`config.mk`:
```
export PLATFORM = sky130hd
export DESIGN_NAME = bdpc_top
export DESIGN_NICKNAME = d
export VERILOG_FILES = /design/src/rtl/bdpc_pkg.sv /design/src/rtl/bdpc_top.sv
export VERILOG_INCLUDE_DIRS = /design/src /design/src/rtl
export SDC_FILE = /design/constraint.sdc
export NUM_CORES = 1
export LEC_CHECK = 0
export ABC_CLOCK_PERIOD_IN_PS = 5200
export BUFFER_PORTS_ARGS = -buffer_cell sky130_fd_sc_hd__buf_2
export CORE_ASPECT_RATIO = 1.2
export CORE_MARGIN = 2
export CORE_UTILIZATION = 40
export DETAILED_ROUTE_END_ITERATION = 8
export GPL_TIMING_DRIVEN = 0
export HOLD_SLACK_MARGIN = 0.12
export PLACE_DENSITY = 0.84
export SKIP_CTS_REPAIR_TIMING = 1
export SLEW_MARGIN = 20
export SYNTH_ARGS = -nofsm -noshare
export SYNTH_HDL_FRONTEND = slang
export SYNTH_SLANG_ARGS = --single-unit
```
`constraint.sdc`:
```
create_clock -name clock_in -period 5.2 [get_ports clock_in]
set_input_delay 0.78 -clock clock_in [delete_from_list [all_inputs] [get_ports clock_in]]
set_output_delay 0.78 -clock clock_in [all_outputs]
set_load 0.05 [all_outputs]
```
`src/rtl/bdpc_cfg.svh`:
```
// Purpose: Constants of the bulk DMA port control register bank.
// Assumes: Bit numbers are hardware positions, 0 being the least significant.
// Notes: Software field numbers count from the MSB; position = 31 - field number.
`ifndef BDPC_CFG_SVH
`define BDPC_CFG_SVH

`define BDPC_AW 8
`define BDPC_CTRL_OFS 8'h94
`define BDPC_STAT_OFS 8'h9c
`define BDPC_CTRL_RST 32'h16800121
`define BDPC_CTRL_WMASK 32'h1fdfffff
`define BDPC_RXSB_LSB 26
`define BDPC_TXSB_LSB 23
`define BDPC_SB_W 3
`define BDPC_BACK_POL 22
`define BDPC_AACK_POL 20
`define BDPC_IBSY_POL 19
`define BDPC_OAV_POL 18
`define BDPC_OEN_POL 17
`define BDPC_IEN_POL 16
`define BDPC_LE_BIT 15
`define BDPC_PAD_BIT 14
`define BDPC_DLY_LSB 10
`define BDPC_DLY_W 4
`define BDPC_OMODE_LSB 8
`define BDPC_OMODE_W 2
`define BDPC_BURST_BIT 7
`define BDPC_IMODE_LSB 4
`define BDPC_IMODE_W 3
`define BDPC_RXPAD_BIT 3
`define BDPC_ORST_BIT 2
`define BDPC_IRST_BIT 1
`define BDPC_TRIS_BIT 0
`define BDPC_STAT_OAV 14

`endif

```
`src/rtl/bdpc_pkg.sv`:
```
// Purpose: Types of the bulk DMA port control register bank.
// Assumes: Nothing beyond the standard language.
// Notes: Constants live in bdpc_cfg.svh.
package bdpc_pkg;

    typedef struct packed {
        logic [31:0] ctrl;
        logic [31:0] rdata;
        logic [3:0] pins;
        logic [15:0] bus_data;
        logic [1:0] bus_oe_n;
        logic bus_req;
        logic [15:0] rx_word;
        logic [31:0] rx_quad;
        logic rx_valid;
        logic [2:0] rx_keep;
        logic [31:0] tx_quad;
        logic tx_valid;
        logic tx_align;
    } bdpc_state_t;

endpackage : bdpc_pkg

```
`src/rtl/bdpc_top.sv`:
```
// Purpose: Control register and pin shaping of the bulk DMA data port.
// Assumes: All inputs are synchronous to clock_in; bus_reset_in is a pulse.
// Notes: Pins in the four-pin group are registered, so they lag one cycle.
//
// Chosen here: strobed register access.
`timescale 1ns/1ns
`include "bdpc_cfg.svh"

module bdpc_top (
    // Clock and resets
    input wire logic clock_in,
    input wire logic reset_in,
    input wire logic bus_reset_in,
    // Register port
    input wire logic [`BDPC_AW-1:0] addr_in,
    input wire logic [31:0] wdata_in,
    input wire logic wr_in,
    input wire logic rd_in,
    output logic [31:0] rdata_out,
    // Configuration levels and port-logic reset pulses
    output logic [2:0] rx_status_buf_size_out,
    output logic [2:0] tx_status_buf_size_out,
    output logic little_endian_sel_out,
    output logic auto_zero_pad_out,
    output logic [3:0] in_delay_field_out,
    output logic [1:0] out_port_mode_out,
    output logic burst_mode_out,
    output logic [2:0] in_port_mode_out,
    output logic rx_pad_allow_out,
    output logic out_logic_reset_out,
    output logic in_logic_reset_out,
    // Handshake pins
    input wire logic bulk_ack_act_in,
    input wire logic async_ack_act_in,
    input wire logic in_busy_act_in,
    input wire logic out_avail_act_in,
    output logic bulk_ack_pin_out,
    output logic async_ack_pin_out,
    output logic in_busy_pin_out,
    output logic out_avail_pin_out,
    input wire logic out_enable_pin_in,
    input wire logic in_enable_pin_in,
    output logic out_enable_act_out,
    output logic in_enable_act_out,
    // Bulk data bus
    input wire logic [15:0] tx_word_in,
    input wire logic tx_drive_in,
    input wire logic bulk_request_in,
    input wire logic [15:0] bulk_data_bus_in,
    output logic [15:0] bulk_data_bus_out,
    output logic [1:0] bulk_data_bus_oe_n_out,
    output logic bulk_request_pin_out,
    output logic [15:0] rx_word_out,
    // Receive quadlet path
    input wire logic [31:0] rx_quad_in,
    input wire logic [1:0] rx_bytes_in,
    input wire logic rx_last_in,
    input wire logic rx_valid_in,
    output logic [31:0] rx_quad_out,
    output logic rx_valid_out,
    output logic [2:0] rx_keep_bytes_out,
    // Transmit quadlet path
    input wire logic [31:0] tx_quad_in,
    input wire logic [1:0] tx_bytes_in,
    input wire logic tx_last_in,
    input wire logic tx_valid_in,
    output logic [31:0] tx_quad_out,
    output logic tx_valid_out,
    output logic tx_align_req_out
);

    bdpc_pkg::bdpc_state_t s_q;
    bdpc_pkg::bdpc_state_t s_d;
    logic wr_ctrl;
    logic [3:0] act_out;
    logic [3:0] pol_out;

    // Byte lanes kept for a last quadlet of n bytes; 0 means all four.
    function automatic logic [31:0] keep_mask(input logic [1:0] n);
        logic [31:0] m;
        m = 32'hffffffff;
        case (n)
            2'h1: m = 32'hff000000;
            2'h2: m = 32'hffff0000;
            2'h3: m = 32'hffffff00;
            default: m = 32'hffffffff;
        endcase
        return m;
    endfunction : keep_mask

    function automatic logic [15:0] order(input logic le, input logic [15:0] w);
        return le ? {w[7:0], w[15:8]} : w;
    endfunction : order

    assign wr_ctrl = wr_in && (addr_in == `BDPC_CTRL_OFS);
    assign act_out = {bulk_ack_act_in, async_ack_act_in, in_busy_act_in, out_avail_act_in};
    assign pol_out = {s_q.ctrl[`BDPC_BACK_POL], s_q.ctrl[`BDPC_AACK_POL],
                      s_q.ctrl[`BDPC_IBSY_POL], s_q.ctrl[`BDPC_OAV_POL]};

    always_comb begin
        s_d = s_q;
        // The two port-logic reset bits live for a single cycle only.
        s_d.ctrl[`BDPC_ORST_BIT] = 1'b0;
        s_d.ctrl[`BDPC_IRST_BIT] = 1'b0;
        if (wr_ctrl) begin
            s_d.ctrl = wdata_in & `BDPC_CTRL_WMASK;
        end
        // Bus reset clears only the reset bits, and it beats a same-cycle write.
        if (bus_reset_in) begin
            s_d.ctrl[`BDPC_ORST_BIT] = 1'b0;
            s_d.ctrl[`BDPC_IRST_BIT] = 1'b0;
        end
        s_d.rdata = 32'h0;
        if (rd_in && addr_in == `BDPC_CTRL_OFS) begin
            s_d.rdata = s_q.ctrl;
        end else if (rd_in && addr_in == `BDPC_STAT_OFS) begin
            s_d.rdata[`BDPC_STAT_OAV] = out_avail_act_in;
        end
        s_d.pins = act_out ^ ~pol_out;
        s_d.bus_data = order(s_q.ctrl[`BDPC_LE_BIT], tx_word_in);
        // The upper byte floats on the tri-state bit, the request pin does not.
        s_d.bus_oe_n[1] = !tx_drive_in || s_q.ctrl[`BDPC_TRIS_BIT];
        s_d.bus_oe_n[0] = !tx_drive_in;
        s_d.bus_req = bulk_request_in;
        s_d.rx_word = order(s_q.ctrl[`BDPC_LE_BIT], bulk_data_bus_in);
        s_d.rx_valid = rx_valid_in;
        s_d.rx_quad = rx_quad_in;
        s_d.rx_keep = 3'h4;
        if (rx_valid_in && rx_last_in) begin
            s_d.rx_quad = rx_quad_in & keep_mask(rx_bytes_in);
            // Without pad permission the pad bytes are not counted as data.
            if (!s_q.ctrl[`BDPC_RXPAD_BIT] && rx_bytes_in != 2'h0) begin
                s_d.rx_keep = {1'b0, rx_bytes_in};
            end
        end
        s_d.tx_valid = tx_valid_in;
        s_d.tx_quad = tx_quad_in;
        s_d.tx_align = 1'b0;
        if (tx_valid_in && tx_last_in && tx_bytes_in != 2'h0) begin
            if (s_q.ctrl[`BDPC_PAD_BIT]) begin
                s_d.tx_quad = tx_quad_in & keep_mask(tx_bytes_in);
            end else begin
                s_d.tx_align = 1'b1;
            end
        end
    end

    always_ff @(posedge clock_in or posedge reset_in) begin
        if (reset_in) begin
            s_q <= '0;
            s_q.ctrl <= `BDPC_CTRL_RST;
            s_q.pins <= 4'hf;
            s_q.bus_oe_n <= 2'h3;
            s_q.rx_keep <= 3'h4;
        end else begin
            s_q <= s_d;
        end
    end

    assign rdata_out = s_q.rdata;
    assign rx_status_buf_size_out = s_q.ctrl[`BDPC_RXSB_LSB +: `BDPC_SB_W];
    assign tx_status_buf_size_out = s_q.ctrl[`BDPC_TXSB_LSB +: `BDPC_SB_W];
    assign little_endian_sel_out = s_q.ctrl[`BDPC_LE_BIT];
    assign auto_zero_pad_out = s_q.ctrl[`BDPC_PAD_BIT];
    // Stored as written; only zero is a meaningful setting.
    assign in_delay_field_out = s_q.ctrl[`BDPC_DLY_LSB +: `BDPC_DLY_W];
    assign out_port_mode_out = s_q.ctrl[`BDPC_OMODE_LSB +: `BDPC_OMODE_W];
    assign burst_mode_out = s_q.ctrl[`BDPC_BURST_BIT];
    assign in_port_mode_out = s_q.ctrl[`BDPC_IMODE_LSB +: `BDPC_IMODE_W];
    assign rx_pad_allow_out = s_q.ctrl[`BDPC_RXPAD_BIT];
    assign out_logic_reset_out = s_q.ctrl[`BDPC_ORST_BIT];
    assign in_logic_reset_out = s_q.ctrl[`BDPC_IRST_BIT];
    assign {bulk_ack_pin_out, async_ack_pin_out, in_busy_pin_out, out_avail_pin_out} = s_q.pins;
    // Enable pins arrive from the host; turned to active high without delay.
    assign out_enable_act_out = ~(out_enable_pin_in ^ s_q.ctrl[`BDPC_OEN_POL]);
    assign in_enable_act_out = ~(in_enable_pin_in ^ s_q.ctrl[`BDPC_IEN_POL]);
    assign bulk_data_bus_out = s_q.bus_data;
    assign bulk_data_bus_oe_n_out = s_q.bus_oe_n;
    assign bulk_request_pin_out = s_q.bus_req;
    assign rx_word_out = s_q.rx_word;
    assign rx_quad_out = s_q.rx_quad;
    assign rx_valid_out = s_q.rx_valid;
    assign rx_keep_bytes_out = s_q.rx_keep;
    assign tx_quad_out = s_q.tx_quad;
    assign tx_valid_out = s_q.tx_valid;
    assign tx_align_req_out = s_q.tx_align;

    AST_RX_SIZE: assert property (@(posedge clock_in) disable iff (reset_in)
        wr_ctrl |=> rx_status_buf_size_out == $past(wdata_in[28:26]))
        else $error("receive status size not taken from write");

    AST_TX_SIZE_KEPT: assert property (@(posedge clock_in) disable iff (reset_in)
        (bus_reset_in && !wr_ctrl) |=> $stable(tx_status_buf_size_out))
        else $error("bus reset changed transmit status size");

    AST_PIN_POL: assert property (@(posedge clock_in) disable iff (reset_in)
        ##1 bulk_ack_pin_out == $past(bulk_ack_act_in ^ ~s_q.ctrl[22]))
        else $error("bulk ack pin polarity wrong");

    AST_LE_SWAP: assert property (@(posedge clock_in) disable iff (reset_in)
        little_endian_sel_out |=> bulk_data_bus_out == {$past(tx_word_in[7:0]),
        $past(tx_word_in[15:8])})
        else $error("little-endian byte swap missing");

    AST_TX_PAD: assert property (@(posedge clock_in) disable iff (reset_in)
        (tx_valid_in && tx_last_in && tx_bytes_in == 2'h1 && auto_zero_pad_out)
        |=> tx_quad_out[23:0] == 24'h0 && !tx_align_req_out)
        else $error("transmit tail not zero-padded");

    AST_MODES_KEPT: assert property (@(posedge clock_in) disable iff (reset_in)
        (bus_reset_in && !wr_ctrl) |=> $stable(out_port_mode_out) && $stable(in_port_mode_out))
        else $error("bus reset changed a port mode");

    AST_RX_FILL: assert property (@(posedge clock_in) disable iff (reset_in)
        (rx_valid_in && rx_last_in && rx_bytes_in == 2'h2) |=> rx_quad_out[15:0] == 16'h0)
        else $error("received tail not zero-filled");

    AST_OUT_RST: assert property (@(posedge clock_in) disable iff (reset_in)
        (wr_ctrl && wdata_in[2] && !bus_reset_in) |=> out_logic_reset_out
        ##1 (out_logic_reset_out == $past(wr_ctrl && wdata_in[2] && !bus_reset_in)))
        else $error("output-logic reset not a single pulse");

    AST_BUS_RST: assert property (@(posedge clock_in) disable iff (reset_in)
        bus_reset_in |=> !out_logic_reset_out && !in_logic_reset_out)
        else $error("bus reset left a port-logic reset set");

    AST_TRIS: assert property (@(posedge clock_in) disable iff (reset_in)
        s_q.ctrl[0] |=> bulk_data_bus_oe_n_out[1] && bulk_request_pin_out == $past(bulk_request_in))
        else $error("upper data byte driven while tri-stated");

    AST_AVAIL_FLAG: assert property (@(posedge clock_in) disable iff (reset_in)
        (rd_in && addr_in == 8'h9c) |=> rdata_out == {17'h0, $past(out_avail_act_in), 14'h0})
        else $error("output-available flag not raw");

    AST_IN_RST: assert property (@(posedge clock_in) disable iff (reset_in)
        (wr_ctrl && wdata_in[1] && !bus_reset_in) |=> in_logic_reset_out
        ##1 (in_logic_reset_out == $past(wr_ctrl && wdata_in[1] && !bus_reset_in)))
        else $error("input-logic reset not a single pulse");

    AST_RST_NEEDS_WRITE: assert property (@(posedge clock_in) disable iff (reset_in)
        !wr_ctrl |=> !out_logic_reset_out && !in_logic_reset_out)
        else $error("port-logic reset high without a write");

    AST_TX_SIZE: assert property (@(posedge clock_in) disable iff (reset_in)
        wr_ctrl |=> tx_status_buf_size_out == $past(wdata_in[25:23]))
        else $error("transmit status size not taken from write");

    AST_RX_SIZE_KEPT: assert property (@(posedge clock_in) disable iff (reset_in)
        (bus_reset_in && !wr_ctrl) |=> $stable(rx_status_buf_size_out))
        else $error("bus reset changed receive status size");

    AST_MODES_WRITE: assert property (@(posedge clock_in) disable iff (reset_in)
        wr_ctrl |=> out_port_mode_out == $past(wdata_in[9:8])
        && in_port_mode_out == $past(wdata_in[6:4]))
        else $error("port mode not taken from write");

    AST_BURST: assert property (@(posedge clock_in) disable iff (reset_in)
        wr_ctrl |=> burst_mode_out == $past(wdata_in[7]))
        else $error("burst bit not taken from write");

    AST_CTRL_KEPT: assert property (@(posedge clock_in) disable iff (reset_in)
        (bus_reset_in && !wr_ctrl) |=> $stable(s_q.ctrl[31:3]) && $stable(s_q.ctrl[0]))
        else $error("bus reset changed a kept control bit");

    AST_BE_PASS: assert property (@(posedge clock_in) disable iff (reset_in)
        !little_endian_sel_out |=> bulk_data_bus_out == $past(tx_word_in))
        else $error("big-endian word not passed straight");

    AST_TX_ALIGN: assert property (@(posedge clock_in) disable iff (reset_in)
        (tx_valid_in && tx_last_in && tx_bytes_in != 2'h0 && !auto_zero_pad_out)
        |=> tx_align_req_out && tx_quad_out == $past(tx_quad_in))
        else $error("unpadded transmit tail not handed to alignment");

    AST_RX_KEEP: assert property (@(posedge clock_in) disable iff (reset_in)
        (rx_valid_in && rx_last_in && rx_bytes_in != 2'h0 && !rx_pad_allow_out)
        |=> rx_keep_bytes_out == {1'b0, $past(rx_bytes_in)})
        else $error("pad bytes counted without permission");

    AST_RX_KEEP_ALL: assert property (@(posedge clock_in) disable iff (reset_in)
        rx_pad_allow_out |=> rx_keep_bytes_out == 3'h4)
        else $error("pad bytes stripped although allowed");

    AST_LOW_DRIVE: assert property (@(posedge clock_in) disable iff (reset_in)
        tx_drive_in |=> !bulk_data_bus_oe_n_out[0])
        else $error("lower data byte not driven");

    AST_UPPER_DRIVE: assert property (@(posedge clock_in) disable iff (reset_in)
        (tx_drive_in && !s_q.ctrl[0]) |=> !bulk_data_bus_oe_n_out[1])
        else $error("upper data byte not driven");

    AST_AVAIL_POL: assert property (@(posedge clock_in) disable iff (reset_in)
        ##1 out_avail_pin_out == $past(out_avail_act_in ^ ~s_q.ctrl[18]))
        else $error("output-available pin polarity wrong");

endmodule : bdpc_top

```
==> metrics.yaml <==
drt:
  vias: 4459
  ant_nets: 0
  route.detailed.drc: 0
  drt_first_iter_violations: 99
  wirelength_mm: 14.89
  drt_first_pass_iters: 4
  avgViaCountPerCell: 4.171
  avgRoutedWirePerCell_um: 13.92
setup_path:
  reg2reg_to: "rx_word_out[14]"
  cp_data_required_time_ns: 4.42
  r2r-start: "little_endian_sel_out"
  reg2reg_depth: 3
  critPathLaunchType: "flop"
  critPathMaxStageDelay_ns: 0.55
  rrSetupSlack_ns: 3.55
  worstSetupEndpointType: "primary output"
  critPathLaunch: "tx_status_buf_size_out[2]"
  path_class: "flop to primary output"
  critical_path.max_fanout: 3
  cpMaxStageDelayCell: "dfstp_2"
  cp.arrival_ns: 1.31
  cp_cell_sequence: "buf_4, buf_2"
clock_tree:
  cts_root_buffer: "clkbuf_16"
  clk_latency_ns: 0.41
  path_clk_slew_ns: 0.06
  cts_buffers: 17
  cts_htree_levels: 4
  cts_sinks: 165
  cts_buffer_depth: 2
  cts_tree: "done"
die:
  fp-row-count: 52
  start_util_pct: 40.71
  die_w_um: 123.6
  chipHeight_um: 147.5
  core_area_um2: 16850
  die-area_um2: 18220
  io_pins: 321
power_and_ir_drop:
  power.total_mw: 3.101
  vdd_drop_max_mv: 0.1738
  power_density_nw_per_um2: 330.1
  leakage_nw: 5.093
final_layout:
  post-route-cell-area_um2: 9397
  stdcell_count: 1069
  seq_area_um2: 4146
  multi_input_area_um2: 1504
  fillers: 1421
  fin_nets: 1002
  finalCoreUtilization_pct: 55.76
  syn2layout_area_growth_pct: 36.97
  drive_gt1_share_pct: 67.96
global_routing:
  grt_use_met1_pct: 17.23
  overflow: 0
  antenna_found_initial: 1
  grt_pass1_wl_mm: 22.87
  gr-max-usage-layer: "met2"
  met2_usage_pct: 29.95
  grt_pass1_vias: 4719
  grt_usage_pct: 16.68
  met3_usage_pct: 6.366
  grt_max_degree: 36
sta:
  hold-worst-slack_ns: 0.3461
  grt_setup_unrepaired: "no"
  min_period_ns: 2.093
  fin_skew_ns: 0.007730
  worst_pin_slew_ns: 0.5621
  finalSetupTns_ns: 0
  slew_headroom_pct: 62.52
  setup_viol: 0
  fmax_mhz: 477.7
  fin_crit_sh_pct: 40.26
  fin_ws_ns: 3.107
  finalMaxSlewViolations: 0
  hold_viol: 0
placement:
  numPortBuffers: 312
  place_inst: 1036
  dp_hpwl_mm: 11.87
  place_area_um2: 8815
  pre_cts_ws_ns: 2.942
  globalplace.congestion: 0.8036
yosys:
  synth_edf_count: 0
  synth_common_cells: "151 x dfrtp_1, 148 x buf_4, 67 x and2_1"
  yosys.area.top_type: "dfrtp_1"
  yosysWarnings: 0
  synthFlopType: "dfrtp_1"
  yosysMostFrequentCell: "dfrtp_1"
  ys_seq_area_share_pct: 60.44
  netlist_instances: 500
  synth_cell_type_count: 29
  netlist.area_leader.share_pct: 55.08
  synth_area_leaders: "dfrtp_1 55%, buf_4 16%, mux2_2 6.6%"
  synthesis.area_um2: 6860
  async_flop_share_pct: 100.0
  ys_seq_elements: 165
  avgSynthCellArea_um2: 13.72
worst_hold_path:
  hold_path_class: "input port to asynchronous set/reset pin"
run:
  drv_cap: 0
outcome:
  status: "finished clean"
## worst max-delay path by stage
stage / endpoint / slack, ns / cells past startpoint
5_1_grt: out_enable_act_out / 3.05 / 2
6_report: tx_status_buf_size_out[2] / 3.11 / 2
4_1_cts: in_port_mode_out[1] / 3.07 / 2
3_5_place_dp: in_port_mode_out[2] / 2.94 / 6
2_1_floorplan: auto_zero_pad_out / 2.33 / 1
3_3_place_gp: rdata_out[16] / 1.41 / 2
## logic make-up after synthesis
group | after synthesis | synth area share (%)
DFF | 165 | 60.44
other | 1 | 0.05466
xor gates and xnor gates | 6 | 0.7660
and+or+nand+nor | 98 | 9.192
buffers and inverters | 165 | 17.80
muxes | 59 | 10.65
adders and majority gates | 6 | 1.094
## area by class of cell
| cell class | count | area share [%] |
|---|---|---|
| sequential | 165 | 44.13 |
| timing repair buffer | 317 | 17.76 |
| multi-input combinational | 173 | 16.01 |
| buffer | 158 | 12.72 |
| clock buffer | 18 | 4.567 |
| tap | 216 | 2.876 |
| clock inverter | 14 | 1.598 |
| inverter | 7 | 0.3196 |
| antenna | 1 | 0.02663 |
## state kept, by name, indices dropped and copies added (netlist names), 2 cells and up
signal                  flops
bulk_data_bus_out          16
in_delay_field_out          4
rx_quad_out                32
bulk_data_bus_oe_n_out      2
rx_word_out                16
rdata_out                  28
tx_quad_out                32
rx_status_buf_size_out      3
rx_keep_bytes_out           3
in_port_mode_out            3
tx_status_buf_size_out      3
s_q                         3
pol_out                     4
out_port_mode_out           2
## cell usage in the layout, fill, tap and decap left out, types with 11 or more instances in the layout
cell type,netlist,routed
and2_1,67,67
buf_2,2,314
buf_4,148,148
clkbuf_16,0,17
dfrtp_1,151,151
dfstp_2,14,14
mux2_2,40,40
mux2_4,18,18
nor2b_1,11,11
## critical path: cells and delay by family, from the launching register on
| family | cells | cell delay (ns) |
|---|---|---|
| buffers and inverters | 2 | 0.35 |
| flip-flops | 1 | 0.55 |
## report_power, final
part           total [mW]  switching (mW)  internal [mW]
registers            1.37          0.0224           1.34
clock network        1.23           0.516          0.712
logic               0.506           0.316          0.190
## routing by layer
layer,wire [µm],part of all wire (%)
met1,5250,35
met2,7900,53
met4,354,2.4
met3,1380,9.3
met5,0,0
Note: power is estimated with default switching activity, not from simulation.
